==> config.mk <==
export PLATFORM = sky130hd
export DESIGN_NAME = csig_top
export DESIGN_NICKNAME = d
export VERILOG_FILES = /design/src/shared/csig_pkg.sv /design/src/shared/csig_pin_if.sv /design/src/rtl/csig_sync.sv /design/src/rtl/csig_top.sv
export SDC_FILE = /design/constraint.sdc
export NUM_CORES = 1
export LEC_CHECK = 0
export BUFFER_PORTS_ARGS = -buffer_cell sky130_fd_sc_hd__buf_4
export CAP_MARGIN = 30
export CORE_MARGIN = 10
export CORE_UTILIZATION = 35
export DETAILED_ROUTE_END_ITERATION = 10
export GPL_ROUTABILITY_DRIVEN = 0
export PLACE_DENSITY_LB_ADDON = 0.08
export REMOVE_ABC_BUFFERS = 1
export SLEW_MARGIN = 20
export SYNTH_ARGS = -nofsm -noshare
export SYNTH_HDL_FRONTEND = slang
export SYNTH_HIERARCHICAL = 1
export SYNTH_SLANG_ARGS = --single-unit
==> constraint.sdc <==
create_clock -name clk_sys_in -period 2.8 [get_ports clk_sys_in]
set_input_delay 0 -clock clk_sys_in [delete_from_list [all_inputs] [get_ports clk_sys_in]]
set_output_delay 0 -clock clk_sys_in [all_outputs]
set_load 0.01 [all_outputs]
==> src/shared/csig_pkg.sv <==
package csig_pkg;
    // ==========================================================
    // clock and timing
    localparam int CLK_KHZ = 25000;
    localparam int WAIT_EXT_MIN_US = 30;
    localparam int WAIT_EXT_MAX_US = 300;
    // least time rounds up, longest time rounds down
    localparam int WAIT_EXT_MIN_CYC = (WAIT_EXT_MIN_US * CLK_KHZ + 999) / 1000;
    localparam int WAIT_EXT_MAX_CYC = (WAIT_EXT_MAX_US * CLK_KHZ) / 1000;
    // power settle and one memory clear pass, in clock cycles
    localparam int PWR_CYC = 32;
    localparam int CLEAR_CYC = 64;

    // ==========================================================
    // widths, field positions, reset values
    localparam int CNT_W = 13;
    localparam int MODE_W = 3;
    localparam int SYNC_W = 6;
    localparam int SYNC_CLEAR_N = 0;
    localparam int SYNC_INIT = 1;
    localparam int SYNC_DONE = 2;
    localparam int SYNC_MODE_LSB = 3;
    localparam logic [SYNC_W-1:0] SYNC_RST = 6'h00;
    localparam logic [MODE_W-1:0] MODE_RST = 3'h0;
    localparam int MODE_MASTER_BIT = 0;
    localparam logic MODE_MASTER_LVL = 1'b0;

    typedef logic [CNT_W-1:0] csig_cnt_t;

    // ==========================================================
    // sequencer states
    typedef enum logic [3:0] {
        ST_PWR        = 4'h0,
        ST_CLEAR      = 4'h1,
        ST_CLEAR_LAST = 4'h2,
        ST_WAIT       = 4'h3,
        ST_WAIT_EXT   = 4'h4,
        ST_CONFIG     = 4'h5,
        ST_ERROR      = 4'h6,
        ST_DONE_WAIT  = 4'h7,
        ST_ACTIVE     = 4'h8
    } csig_state_e;
endpackage

==> src/shared/csig_pin_if.sv <==
`timescale 1ns/1ns
interface csig_pin_if;
    logic clear_n;
    logic init_lvl;
    logic done_lvl;
    logic [csig_pkg::MODE_W-1:0] mode;
    modport sync_mp (output clear_n, output init_lvl, output done_lvl, output mode);
    modport core_mp (input clear_n, input init_lvl, input done_lvl, input mode);
endinterface

==> src/rtl/csig_sync.sv <==
`timescale 1ns/1ns
module csig_sync (
    // clock, reset, enable
    input wire logic clk_sys_in,
    input wire logic srst_in,
    input wire logic ce_in,
    // raw pad levels
    input wire logic [csig_pkg::SYNC_W-1:0] raw_in,
    // filtered levels
    csig_pin_if.sync_mp pins
);
    // ==========================================================
    // three-stage synchroniser; a level counts once stages two and three agree
    logic [csig_pkg::SYNC_W-1:0] ff1;
    logic [csig_pkg::SYNC_W-1:0] ff2;
    logic [csig_pkg::SYNC_W-1:0] ff3;
    logic [csig_pkg::SYNC_W-1:0] lvl;
    logic [csig_pkg::SYNC_W-1:0] next_lvl;

    genvar i;
    generate
        for (i = 0; i < csig_pkg::SYNC_W; i++) begin : g_bit
            always_comb begin
                next_lvl[i] = lvl[i];
                if (ff2[i] == ff3[i]) begin
                    next_lvl[i] = ff3[i];
                end
            end
            always_ff @(posedge clk_sys_in) begin
                if (srst_in) begin
                    ff1[i] <= csig_pkg::SYNC_RST[i];
                    ff2[i] <= csig_pkg::SYNC_RST[i];
                    ff3[i] <= csig_pkg::SYNC_RST[i];
                    lvl[i] <= csig_pkg::SYNC_RST[i];
                end else if (ce_in) begin
                    ff1[i] <= raw_in[i];
                    ff2[i] <= ff1[i];
                    ff3[i] <= ff2[i];
                    lvl[i] <= next_lvl[i];
                end
            end
        end
    endgenerate

    assign pins.clear_n = lvl[csig_pkg::SYNC_CLEAR_N];
    assign pins.init_lvl = lvl[csig_pkg::SYNC_INIT];
    assign pins.done_lvl = lvl[csig_pkg::SYNC_DONE];
    assign pins.mode = lvl[csig_pkg::SYNC_MODE_LSB +: csig_pkg::MODE_W];
endmodule

==> src/rtl/csig_top.sv <==
`timescale 1ns/1ns
module csig_top #(
    parameter int WAIT_EXT_CYC = csig_pkg::WAIT_EXT_MIN_CYC,
    parameter int WAIT_EXT_MAX_CYC = csig_pkg::WAIT_EXT_MAX_CYC
) (
    // clock, reset, enable
    input wire logic clk_sys_in,
    input wire logic srst_in,
    input wire logic ce_in,
    // pad inputs
    input wire logic clear_n_in,
    input wire logic init_pin_in,
    input wire logic done_pin_in,
    input wire logic [csig_pkg::MODE_W-1:0] mode_select_in,
    input wire logic tdi_pin_in,
    input wire logic tck_pin_in,
    input wire logic tms_pin_in,
    // configuration engine
    input wire logic cfg_error_in,
    input wire logic cfg_loaded_in,
    input wire logic scan_cell_instance_in,
    // user drive for the shared pins
    input wire logic user_hi_out_in,
    input wire logic user_hi_oe_in,
    input wire logic user_lo_out_in,
    input wire logic user_lo_oe_in,
    input wire logic user_init_out_in,
    input wire logic user_init_oe_in,
    // status pins
    output logic cfg_pending_hi_out,
    output logic cfg_pending_hi_oe_out,
    output logic cfg_pending_lo_n_out,
    output logic cfg_pending_lo_n_oe_out,
    output logic init_pin_out,
    output logic init_pin_oe_out,
    output logic done_pin_out,
    output logic done_pin_oe_out,
    // sequencer status
    output logic [csig_pkg::MODE_W-1:0] cfg_mode_out,
    output logic master_mode_out,
    output logic config_run_out,
    output logic io_active_out,
    output logic scan_enable_out,
    // test pins as user inputs
    output logic tdi_user_out,
    output logic tck_user_out,
    output logic tms_user_out
);
    // ==========================================================
    // pad synchronisers
    csig_pin_if pins ();

    csig_sync u_sync (
        .clk_sys_in (clk_sys_in),
        .srst_in    (srst_in),
        .ce_in      (ce_in),
        .raw_in     ({mode_select_in, done_pin_in, init_pin_in, clear_n_in}),
        .pins       (pins.sync_mp)
    );

    // ==========================================================
    // sequencer
    csig_pkg::csig_state_e state;
    csig_pkg::csig_state_e next_state;
    csig_pkg::csig_cnt_t cnt;
    csig_pkg::csig_cnt_t next_cnt;
    logic [csig_pkg::MODE_W-1:0] next_mode;
    logic next_master;

    localparam csig_pkg::csig_cnt_t PWR_LAST = csig_pkg::csig_cnt_t'(csig_pkg::PWR_CYC - 1);
    localparam csig_pkg::csig_cnt_t CLR_LAST = csig_pkg::csig_cnt_t'(csig_pkg::CLEAR_CYC - 1);
    localparam csig_pkg::csig_cnt_t EXT_LAST = csig_pkg::csig_cnt_t'(WAIT_EXT_CYC - 1);

    always_comb begin
        next_state = state;
        next_cnt = cnt + 13'h0001;
        next_mode = cfg_mode_out;
        next_master = master_mode_out;
        unique case (state)
            csig_pkg::ST_PWR: begin
                if (cnt == PWR_LAST) begin
                    next_state = csig_pkg::ST_CLEAR;
                    next_cnt = 13'h0000;
                end
            end
            csig_pkg::ST_CLEAR: begin
                // the release must still stand at the pass end, a short blip starts another pass
                if (cnt == CLR_LAST) begin
                    next_cnt = 13'h0000;
                    if (pins.clear_n) begin
                        next_state = csig_pkg::ST_CLEAR_LAST;
                    end
                end
            end
            csig_pkg::ST_CLEAR_LAST: begin
                if (cnt == CLR_LAST) begin
                    next_state = csig_pkg::ST_WAIT;
                    next_cnt = 13'h0000;
                end
            end
            csig_pkg::ST_WAIT: begin
                next_cnt = 13'h0000;
                // init is open drain: any party holding it low keeps us here
                if (pins.init_lvl) begin
                    next_mode = pins.mode;
                    next_master = (pins.mode[csig_pkg::MODE_MASTER_BIT]
                                   == csig_pkg::MODE_MASTER_LVL);
                    next_state = next_master ? csig_pkg::ST_WAIT_EXT : csig_pkg::ST_CONFIG;
                end
            end
            csig_pkg::ST_WAIT_EXT: begin
                if (cnt == EXT_LAST) begin
                    next_state = csig_pkg::ST_CONFIG;
                    next_cnt = 13'h0000;
                end
            end
            csig_pkg::ST_CONFIG: begin
                next_cnt = 13'h0000;
                if (cfg_error_in) begin
                    next_state = csig_pkg::ST_ERROR;
                end else if (cfg_loaded_in) begin
                    next_state = csig_pkg::ST_DONE_WAIT;
                end
            end
            csig_pkg::ST_ERROR: begin
                next_cnt = 13'h0000;
            end
            csig_pkg::ST_DONE_WAIT: begin
                next_cnt = 13'h0000;
                if (pins.done_lvl) begin
                    next_state = csig_pkg::ST_ACTIVE;
                end
            end
            csig_pkg::ST_ACTIVE: begin
                next_cnt = 13'h0000;
            end
            default: begin
                next_state = csig_pkg::ST_PWR;
                next_cnt = 13'h0000;
            end
        endcase
        // clear low restarts a pass from anywhere but power settling and a clear pass before its last cycle
        if (!pins.clear_n && state != csig_pkg::ST_PWR
            && !(state == csig_pkg::ST_CLEAR && cnt != CLR_LAST)) begin
            next_state = csig_pkg::ST_CLEAR;
            next_cnt = 13'h0000;
        end
    end

    always_ff @(posedge clk_sys_in) begin
        if (srst_in) begin
            state <= csig_pkg::ST_PWR;
            cnt <= 13'h0000;
            cfg_mode_out <= csig_pkg::MODE_RST;
            master_mode_out <= 1'b0;
        end else if (ce_in) begin
            state <= next_state;
            cnt <= next_cnt;
            cfg_mode_out <= next_mode;
            master_mode_out <= next_master;
        end
    end

    // ==========================================================
    // pin drive, decoded from the next state so pins move with it
    logic next_hi;
    logic next_hi_oe;
    logic next_lo;
    logic next_lo_oe;
    logic next_init;
    logic next_init_oe;
    logic next_done_oe;
    logic next_active;

    always_comb begin
        next_active = (next_state == csig_pkg::ST_ACTIVE);
        next_hi = 1'b1;
        next_hi_oe = 1'b1;
        next_lo = 1'b0;
        next_lo_oe = 1'b1;
        next_init = 1'b0;
        next_init_oe = (next_state == csig_pkg::ST_PWR)
                       || (next_state == csig_pkg::ST_CLEAR)
                       || (next_state == csig_pkg::ST_CLEAR_LAST)
                       || (next_state == csig_pkg::ST_ERROR);
        next_done_oe = !(next_state == csig_pkg::ST_DONE_WAIT || next_active);
        if (next_active) begin
            next_hi = user_hi_out_in;
            next_hi_oe = user_hi_oe_in;
            next_lo = user_lo_out_in;
            next_lo_oe = user_lo_oe_in;
            next_init = user_init_out_in;
            next_init_oe = user_init_oe_in;
        end
    end

    always_ff @(posedge clk_sys_in) begin
        if (srst_in) begin
            cfg_pending_hi_out <= 1'b1;
            cfg_pending_hi_oe_out <= 1'b1;
            cfg_pending_lo_n_out <= 1'b0;
            cfg_pending_lo_n_oe_out <= 1'b1;
            init_pin_out <= 1'b0;
            init_pin_oe_out <= 1'b1;
            done_pin_oe_out <= 1'b1;
            io_active_out <= 1'b0;
        end else if (ce_in) begin
            cfg_pending_hi_out <= next_hi;
            cfg_pending_hi_oe_out <= next_hi_oe;
            cfg_pending_lo_n_out <= next_lo;
            cfg_pending_lo_n_oe_out <= next_lo_oe;
            init_pin_out <= next_init;
            init_pin_oe_out <= next_init_oe;
            done_pin_oe_out <= next_done_oe;
            io_active_out <= next_active;
        end
    end

    // done is open drain: only ever pulled low
    assign done_pin_out = 1'b0;
    assign config_run_out = (state == csig_pkg::ST_CONFIG);

    // ==========================================================
    // test pins: pad-direct path, no register in the way by design
    logic scan_off;
    assign scan_off = io_active_out && !scan_cell_instance_in;
    assign scan_enable_out = !scan_off;
    assign tdi_user_out = scan_off ? tdi_pin_in : 1'b0;
    assign tck_user_out = scan_off ? tck_pin_in : 1'b0;
    assign tms_user_out = scan_off ? tms_pin_in : 1'b0;

    // ==========================================================
    // checks
    property p_hi_pending;
        @(posedge clk_sys_in) disable iff (srst_in)
        !io_active_out |-> (cfg_pending_hi_out && cfg_pending_hi_oe_out);
    endproperty
    a_hi_pending: assert property (p_hi_pending) else $error("high pending not driven");

    property p_lo_pending;
        @(posedge clk_sys_in) disable iff (srst_in)
        !io_active_out |-> (!cfg_pending_lo_n_out && cfg_pending_lo_n_oe_out);
    endproperty
    a_lo_pending: assert property (p_lo_pending) else $error("low pending not driven");

    property p_init_clear;
        @(posedge clk_sys_in) disable iff (srst_in)
        (state == csig_pkg::ST_PWR || state == csig_pkg::ST_CLEAR
         || state == csig_pkg::ST_CLEAR_LAST)
        |-> (init_pin_oe_out && !init_pin_out);
    endproperty
    a_init_clear: assert property (p_init_clear) else $error("init not low in clear");

    property p_wait_hold;
        @(posedge clk_sys_in) disable iff (srst_in)
        (ce_in && state == csig_pkg::ST_WAIT && !pins.init_lvl)
        |=> (state == csig_pkg::ST_WAIT || state == csig_pkg::ST_CLEAR);
    endproperty
    a_wait_hold: assert property (p_wait_hold) else $error("left wait with init low");

    property p_wait_ext;
        @(posedge clk_sys_in) disable iff (srst_in)
        ($past(state) == csig_pkg::ST_WAIT_EXT && state == csig_pkg::ST_CONFIG)
        |-> ($past(cnt) == EXT_LAST && WAIT_EXT_CYC >= csig_pkg::WAIT_EXT_MIN_CYC
             && WAIT_EXT_CYC <= WAIT_EXT_MAX_CYC);
    endproperty
    a_wait_ext: assert property (p_wait_ext) else $error("master wait length wrong");

    property p_error;
        @(posedge clk_sys_in) disable iff (srst_in)
        (ce_in && state == csig_pkg::ST_CONFIG && cfg_error_in && pins.clear_n)
        |=> (init_pin_oe_out && !init_pin_out) [*2];
    endproperty
    a_error: assert property (p_error) else $error("error not shown on init");

    property p_init_user;
        @(posedge clk_sys_in) disable iff (srst_in)
        (ce_in && state == csig_pkg::ST_ACTIVE && pins.clear_n)
        |=> (init_pin_oe_out == $past(user_init_oe_in));
    endproperty
    a_init_user: assert property (p_init_user) else $error("init not user after active");

    property p_scan_off;
        @(posedge clk_sys_in) disable iff (srst_in)
        (io_active_out && !scan_cell_instance_in) |-> (!scan_enable_out && tck_user_out == tck_pin_in);
    endproperty
    a_scan_off: assert property (p_scan_off) else $error("scan not released");

    property p_last_clear;
        @(posedge clk_sys_in) disable iff (srst_in)
        (ce_in && state == csig_pkg::ST_CLEAR_LAST && cnt == CLR_LAST && pins.clear_n)
        |=> (state == csig_pkg::ST_WAIT && !init_pin_oe_out);
    endproperty
    a_last_clear: assert property (p_last_clear) else $error("final clear not to wait");

    property p_mode_hold;
        @(posedge clk_sys_in) disable iff (srst_in)
        (state == csig_pkg::ST_CONFIG && $past(state) == csig_pkg::ST_CONFIG) |-> $stable(cfg_mode_out);
    endproperty
    a_mode_hold: assert property (p_mode_hold) else $error("mode changed in config");

    property p_done_hold;
        @(posedge clk_sys_in) disable iff (srst_in)
        (ce_in && state == csig_pkg::ST_DONE_WAIT && !pins.done_lvl) |=> !io_active_out;
    endproperty
    a_done_hold: assert property (p_done_hold) else $error("active despite done low");

    property p_no_conflict;
        @(posedge clk_sys_in) disable iff (srst_in)
        io_active_out |-> (state == csig_pkg::ST_ACTIVE && !done_pin_oe_out);
    endproperty
    a_no_conflict: assert property (p_no_conflict) else $error("pins disagree with state");
endmodule

# Word-level counts from Yosys, hierarchy flattened
# Index checks and enable logic that the tools add are counted.
# word_totals
register_bits,53
input_bits,21
# classes
addsub,1
eq_ne,23
muxes,26
n_bitwise,1
reduce_logical,25
# op_table
operator,n
two-way mux 13 bit,4
two-way mux 4 bit,10
one-hot mux 13 bit (3 select lines),1
one-hot mux 4 bit (8 select lines),1
equality test 4 x 3 -> 1 bit (second input constant),6
adder 13 x 1 -> 13 bit (second input constant),1
equality test 13 x 10 -> 1 bit (second input constant),1
equality test 13 x 5 -> 1 bit (second input constant),1
equality test 13 x 6 -> 1 bit (second input constant),1
!= test 13 x 6 -> 1 bit (second input constant),1
equality test 4 x 2 -> 1 bit (second input constant),3
AND reduction 2 bit,6
two-way mux 1 bit,10
equality test 4 x 1 -> 1 bit (second input constant),2
equality test 4 bit (second input constant),2
zero test 4 bit,2
equality test 1 bit,6
zero test 1 bit,5
logical AND 1 bit,4
logical OR 1 bit,4
nonzero test 4 bit,1
OR reduction 2 bit,2
AND reduction 3 bit,1
inverter 1 bit,1

# Depth between registers and ports, before layout
# Gate-level depths: netlist (run 1).
# logic_depth
word_depth,10
ltp_mapped,9
depth_no_buf,8

# Modules after synthesis
# The synthesis (run 1) kept the hierarchy.
# modules_own_cells
mod,n_inst,cells_each,area_per_inst_um2,seq_area_each_um2
csig_top,1,202,1646.6,580.6
csig_sync,1,96,1048.5,480.5

# Worst setup path before layout (run 1)
# No wires, ideal clock.
# synth_timing
path_kind,register -> register
start,register cnt[11]
end,register cnt[11]
arrival_time_ns,2.125
path_slack_ns,0.553
path_stages_with_launch,7
period_less_slack_ns,2.247
path_cell_list,dfxtp_1 -> or4_4 -> or4_4 -> a31oi_2 -> a21o_2 -> nor4bb_1 -> a311o_1
# synth_via
elab_chain_len,5
elab_cells_between_ends,13
cone_classes,add/sub (1); eq/ne (4); mux (5); reduce/logical (3)
# synth_rtl
item,line_no,rtl
"start, declared",csig_top.sv:65,csig_pkg::csig_cnt_t cnt;
"start signal, assigned",csig_top.sv:158,cnt <= next_cnt;
"parallel branches: the longest is 4 deep, another holds adder 13 x 1 -> 13 bit",-,
two-way mux 13 bit *,csig_top.sv:143,if (!pins.clear_n && state != csig_pkg::ST_PWR
# Every way passes the cells marked *.
# A chain may end at the register's enable or synchronous reset.

# Final worst setup path (run 1)
# Same ends and word-level chain as after synthesis.

==> results of run 1 <==
==> state kept, by name, indices dropped and copies added, names as in the netlist, 3 cells and up <==
register and flops:
cfg_mode_out 3, cnt 13, state 4, u_sync/ff1 6, u_sync/ff2 6, u_sync/ff3 6
u_sync/pins.mode 3
==> final cells by class <==
class                   count  area [um^2]  area share [%]
multi-input cells         215         1490            45.7
flip-flops and latches     53         1060            32.5
repair buffers             53          425            13.0
well taps                  99          124            3.79
clock buffers               5         68.8            2.10
inverters                  14         52.6            1.61
clock inverters             3         43.8            1.34
==> synth_stat cells (all sizes together) <==
| cell type | count |
|---|---|
| dfxtp | 53 |
| nor2 | 38 |
| mux2i | 23 |
| a21oi | 19 |
| nand3 | 15 |
| inv | 14 |
| nand2 | 13 |
| nand2b | 12 |
| buf | 10 |
| nor2b | 10 |
| o21ai | 10 |
| a31oi | 7 |
| a211oi | 6 |
| clkbuf | 6 |
| o32ai | 6 |
| nor3 | 5 |
| nor4 | 5 |
| and2 | 4 |
| nand4 | 4 |
| nor3b | 4 |
| xnor2 | 4 |
| a21o | 3 |
| a22o | 3 |
| mux2 | 3 |
| or2 | 3 |
| and3 | 2 |
| ha | 2 |
| or4 | 2 |
| a2111oi | 1 |
| a221oi | 1 |
| a2bb2oi | 1 |
| a311o | 1 |
| a41o | 1 |
| a41oi | 1 |
| conb | 1 |
| nor4bb | 1 |
| o211ai | 1 |
| o221a | 1 |
| o32a | 1 |
| or3 | 1 |
==> path summary, 6_finish.rpt <==
path | start | endpoint | slack [ps] | depth (start not counted)
worst min-delay path | user_init_oe_in | init_pin_oe_out | 40 | 4
worst max-delay path | cnt[11] | cnt[11] | 250 | 6
worst min register to register | init_pin_out | init_pin_out | 470 | 2
worst max register to register | cnt[11] | cnt[11] | 250 | 6
==> metrics by stage <==
stage / worst slack, ps / hold slack, ps / instance area, um^2 / utilization [%] / total power [uW]
floorplan: 554 / 69.1 / 2600 / - / 893
global placement: 351 / 236 / 3040 / 41.2 / 964
detailed placement: 264 / 244 / 3040 / 41.2 / 965
CTS: 237 / 40.1 / 3260 / 44.3 / 1520
global route: 73.0 / 53.7 / 3270 / 44.4 / 1570
finish: 250 / 38.5 / 3270 / 44.4 / 1500
==> kinds of logic (layout without fill, tap and decap cells) <==
group,count (synthesis),after routing,share of synthesized area [%]
buffers and inverters,30,75,5.48
adder cells (fa/ha/maj),2,2,0.928
AND/OR/NAND/NOR,119,119,24.8
multiplexers,26,26,9.80
flip-flops,53,53,39.4
AO/OA/AOI/OAI,63,63,18.2
XOR/XNOR,4,4,1.30
other,1,1,0.139
==> critical path: cells and delay by family (launching register included) <==
| kind | cells | cell delay (ps) |
|---|---|---|
| AOI/OAI and AO/OA | 3 | 860 |
| DFF | 1 | 380 |
| and+or+nand+nor | 3 | 1210 |
==> layer usage <==
metal  vias up  GRT usage [%]
met3         7           2.81
met1      1057           13.6
met5         -              0
met4         0           3.15
met2        31           17.8
li1       1144              -
==> power by group <==
part,switching (uW),internal (uW)
clock network,267,268
logic,84.5,87.2
registers,20.7,770
==> repair_timing <==
item,4_1_cts,5_1_grt
setup endpoints to repair,0,3
resized for setup,0,1
setup buffers,0,0
endpoints found under the hold margin,11,0
hold buffers,11,0
==> impl.org, run 1 <==
** Outcome
- The flow ran to the end, and the final reports show no timing, DRC or antenna violations.

** Timing
- The count of final max-slew check failures is 0.
- Crit share post-route :: between 90% and 100%
- The worst path in the final design needs a cycle of 2550 ps, including I/O delays and setup.
- For the pin with the worst max-slew slack, the measured transition is roughly 620 ps.
- Final hold violation count :: 0
- The worst pin sits at a relative slew slack of 58.4%.
- On the final layout, the worst clock skew is 12.7 ps.
- Final-report setup violation count :: 0
- Adding up every negative setup slack in the final design gives 0 ps.
- Setup repair after global routing left no endpoint under its margin.
- Max Freq :: 392 MHz

** Logic synthesis
- The number of different library cells used by synthesis comes to 52.
- Summed over its instances, the top area cell type makes up 39.4% of the synthesized netlist area.
- Syn_area_per_cell :: 9.04 um^2
- Synthesis inferred 53 register bits.
- The biggest area contributor in the post-synthesis netlist is dfxtp_1.
- Total of warnings raised by yosys :: 6
- Count of mapped cells out of synthesis :: 298
- Sequential cells were found to cover 39.4% of the synthesized design area.
- Synth area leaders :: dfxtp_1 (39%), mux2i_1 (8.5%), nor2_1 (5.3%), o32ai_2 (3.6%), a21oi_1 (3.5%)
- The cell area that synthesis handed to floorplanning was 2700 um^2.

** Final layout
- Layout fillers :: 772
- The library cell used most frequently in the layout, excluding fill and tap cells, is dfxtp_1.
- Antenna fix cells :: 0
- Fin cells :: between 400 and 500
- Share of cells above drive strength 1 :: approximately 22%
- The final layout contains 365 nets.
- The library cells used most frequently in the layout, excluding fill and tap cells, are dfxtp_1 (53), buf_4 (42), nor2_1 (38).
- Synthesis-to-layout area growth :: 21.3%

** Critical path
- Max stage delay on crit path :: 580 ps
- At the worst endpoint, the required time is 3010 ps.
- The setup path with the least slack is of type register to register.
- Arrival time at the worst endpoint :: 2760 ps
- Traced cell by cell, the critical path runs through or4_4, nor4_1, o32a_1, a21o_2, nor4bb_1, a311o_1.
- In this run the worst path has a maximum fanout of 6.
- Element type at the critical path start :: register
- The worst setup path is captured at a register.
- CP max-delay cell :: or4_4

** GRT
- Summed over all layers, the global routing overflow is 0.
- In the global route stage, overall resource usage came out at around 11%.
- Via count of the first global-routing pass :: 2117
- The initial antenna violation count was 0.
- Maximum number of pins on one net before global-route repair :: 51
- The first global-routing pass estimated ~10 mm of wire.

** Routing
- In the routed layout, each cell is associated on average with a via count of 5.07.
- The final route contains 2239 vias.
- Detailed Route Iter0 Violations :: about 110
- Drt drc :: 0
- Average wire per cell in the routed design :: 14.1 um
- Number of detailed-route iterations in the first pass :: 7
- Wire length reported by the detailed router :: 6.24 mm
- Final antenna-violating net count :: 0
- Met3 layer wire length in the routed design :: roughly 210 um
- Signal routing reaches up to met4.
- Routed met1 length :: 2.91 mm
- WL met2 :: ~3 mm

** Die
- During I/O placement, the number of pins put on the boundary was 39.
- Total core area :: 7370 um^2
- Die area :: 11600 um^2
- Count of standard-cell rows :: 31
- Measured along the y axis, the die boundary spans 108 um.
- Measured along the x axis, the die boundary spans 108 um.
- Effective utilization at floorplan :: 36.6%

** Power
- Summed over all cells, the static leakage comes to 0.00124 uW.
- VDD sags by at most ~0.24 mV.
- Power per cell area :: about 460 nW/um^2

** Placement
- Port-buffer cells :: 37
- Placed Cells incl. Taps :: 423
- DP HPWL :: ~4.4 mm

** CTS
- Sink Count :: 53
- The clock tree synthesis step divided the H-tree into 2 levels.
- TritonCTS built the clock tree.
- Clock tree synthesis selected as its root buffer the cell clkbuf_8.
- Clk pin slew, worst setup/hold paths :: 100 ps
- The later pin in the worst-skew pair is clocked with a latency of 310 ps.
- Clock tree synthesis inserted a total of 5 buffers.
- The longest clock path from root to sink contains 2 buffers.

** Min path
- Class of the tightest hold or removal check :: input pin to register

** Job
- Across the run, the number of max-cap violations was 0.
Power figures use the tool's default switching activity.
==> inputs of run 2 (changes only) <==
--- a/config.mk
+++ b/config.mk
@@ -11,6 +11,7 @@
 export CORE_UTILIZATION = 35
 export DETAILED_ROUTE_END_ITERATION = 10
 export GPL_ROUTABILITY_DRIVEN = 0
+export MAX_ROUTING_LAYER = met4
 export PLACE_DENSITY_LB_ADDON = 0.08
 export REMOVE_ABC_BUFFERS = 1
 export SLEW_MARGIN = 20
==> impl.org, run 2 (synthesis gave the netlist of run 1 again) <==
** Routing
- Number of detailed-route iterations in the first pass :: 4
- Average wire per cell in the routed design :: 14.1 um
- Vias per Instance :: 5.02
- Wire length reported by the detailed router :: between 6 and 7 mm
- Routed vias :: 2219
- Final antenna-violating net count :: 0
- Drt drc :: 0
- In this run, the number of DRC markers left after iteration 0 of detailed routing was about 110.

** Outcome
- Result of the run :: finished clean

** Critical path
- For the worst setup path, the data required time is 3000 ps.
- R2r worst-path depth :: 6
- Counting both buffers and inverters, the worst setup path holds a total of 0.
- Arrival time at the worst endpoint :: 2740 ps
- Critical Path Sink Type :: register
- Traced cell by cell, the critical path runs through or4_4, nor4_1, o32a_1, a21o_2, nor4bb_1, a311o_1.
- Max stage delay on crit path :: slightly below 600 ps
- Of all nets on the critical path, the largest fanout is 6.
- STA classifies the critical path startpoint as a register.
- The slowest stage of the critical path belongs to the cell or4_4.
- Number of cells on the critical path :: 6
- CP delay by family, top :: simple AND/OR/NAND/NOR gates
- By startpoint and endpoint, the worst setup path is classified as register to register.

** Final layout
- Layout fillers :: approximately 770
- Compared with the post-synthesis result, the final layout area differs by 21.3%.
- The register with the most flip-flops in the final layout is cnt.
- Once layout is done, the placed cells without fillers occupy 3270 um^2.
- Leaving out fill and tap cells, the most frequent cell in the layout is dfxtp_1.
- Count of nets after finishing :: 365
- The register with the most flip-flops in the layout has 13 of them.
- The repair_antennas step left the layout with diodes totalling 0.
- Share of cells above drive strength 1 :: 22.4%
- Commonest cells after routing, fill and taps aside :: dfxtp_1 (53), buf_4 (42), nor2_1 (38)

** GRT
- Initial antenna violation count :: 0
- Entering global routing, the biggest net connects about 50 pins.
- After global routing the overflow that remains totals 0.
- Via count of the first global-routing pass :: 2122
- Wire length of the first global-routing pass :: 10.5 mm
- For this run, the total global-route usage over all layers was measured as 11.1%.

** CTS
- Clk pin slew, worst setup/hold paths :: 100 ps
- The clock passes through at most 2 buffers.
- Clock tree synthesis inserted a total of 5 buffers.
- Clock latency on the worst-skew pair, taken at its later pin, is 310 ps.
- Sink Count :: 53
- The H-tree generated during clock tree synthesis spans 2 levels.
- Buffers added to address setup during post-CTS repair amount to 0.
- CTS tree :: yes
- Clock root cell :: clkbuf_8

** Timing
- Actual transition at the worst max-transition pin :: 625 ps
- The worst pin sits at a relative slew slack of 58.2%.
- Setup repair after global routing left no endpoint under its margin.
- Derived from the worst setup path, the maximum achievable clock frequency is between 300 and 400 MHz.
- Across the routed clock network, the largest skew measured is about 10 ps.
- Min Tclk post-route :: between 2000 and 3000 ps
- Pins Over Slew Limit :: 0
- Setup violations remaining at the end of the flow were counted as 0.
- The worst path uses between 90% and 100% of the clock period.
- Hold is met by just over 50 ps.
- Setup_tns :: 0 ps
- The final count of hold timing violations is 0.

** Die
- The total area inside the core boundary comes to 7370 um^2.
- The floorplan has 31 rows.
- Die boundary width :: 108 um
- Die area :: 11600 um^2
- In this run the count of I/O pins placed on the die edge is 39.
- Vertical extent of the die :: 108 um
- Effective utilization at floorplan :: 36.6%

** Min path
- Class of the tightest hold or removal check :: input pin to register
- Worst hold path cell count :: 4

** Power
- In this run the power density over the cells is 457 nW/um^2.
- IR analysis of the VDD net gives a maximum drop of 0.237 mV.
- Leakage power :: between 0.001 and 0.0015 uW

** Placement
- Placed inst area :: 3040 um^2
- Summed over all nets, the half-perimeter wirelength after detailed placement is around 4.4 mm.
- During placement, the flow inserted port buffers numbering 37.

** Job
- Reported max-cap violation count :: 0
## run 2: timing repair
action,in CTS,in global routing
endpoints found under the hold margin,11,0
setup endpoints to repair,0,3
gates resized for setup,0,1
hold buffers,11,0
## run 2: per-stage QoR
stage / total power [uW] / setup slack, ps / cells / util, %
2_1_floorplan: 893 / 554 / 282 / -
3_3_place_gp: 964 / 351 / 423 / 41.2
3_5_place_dp: 965 / 264 / 423 / 41.2
4_1_cts: 1520 / 237 / 442 / 44.3
5_1_grt: 1570 / 73.0 / 442 / 44.4
6_report: 1490 / 268 / 442 / 44.4
## run 2: worst min-delay path: cells and delay by family
family	cells	cell delay [ps]
AOI/OAI and AO/OA	2	210
and+or+nand+nor	1	50
buffers and inverters	1	80
## run 2: cell type report
type | instances | area, um^2 | share of cell area [%]
clock inverters | 3 | 43.8 | 1.34
inverters | 14 | 52.6 | 1.61
repair buffers | 53 | 425 | 13.0
flip-flops and latches | 53 | 1060 | 32.5
well taps | 99 | 124 | 3.79
clock buffers | 5 | 68.8 | 2.10
multi-input cells | 215 | 1490 | 45.7
## run 2: per-layer routing
| metal | vias to the layer above | global-route usage [%] | share of wire, % |
|---|---|---|---|
| met2 | 25 | 17.9 | 50 |
| met4 | 0 | 3.15 | 0.13 |
| met1 | 1049 | 13.8 | 48 |
| met5 | - | - | 0 |
| li1 | 1143 | - | - |
| met3 | 2 | 2.28 | 2.0 |
## run 2: worst paths after layout
check | start | end | slack [ps]
worst max register to register | cnt[11] | cnt[11] | 270
worst max-delay path | cnt[11] | cnt[11] | 270
worst min register to register | init_pin_out | init_pin_out | 470
worst min-delay path | user_init_oe_in | init_pin_oe_out | 50
## run 2: report_power, final
part	switching, uW	internal, uW
clock	264	268
combinational	84.4	87.2
sequential	20.5	770
total	369	1130
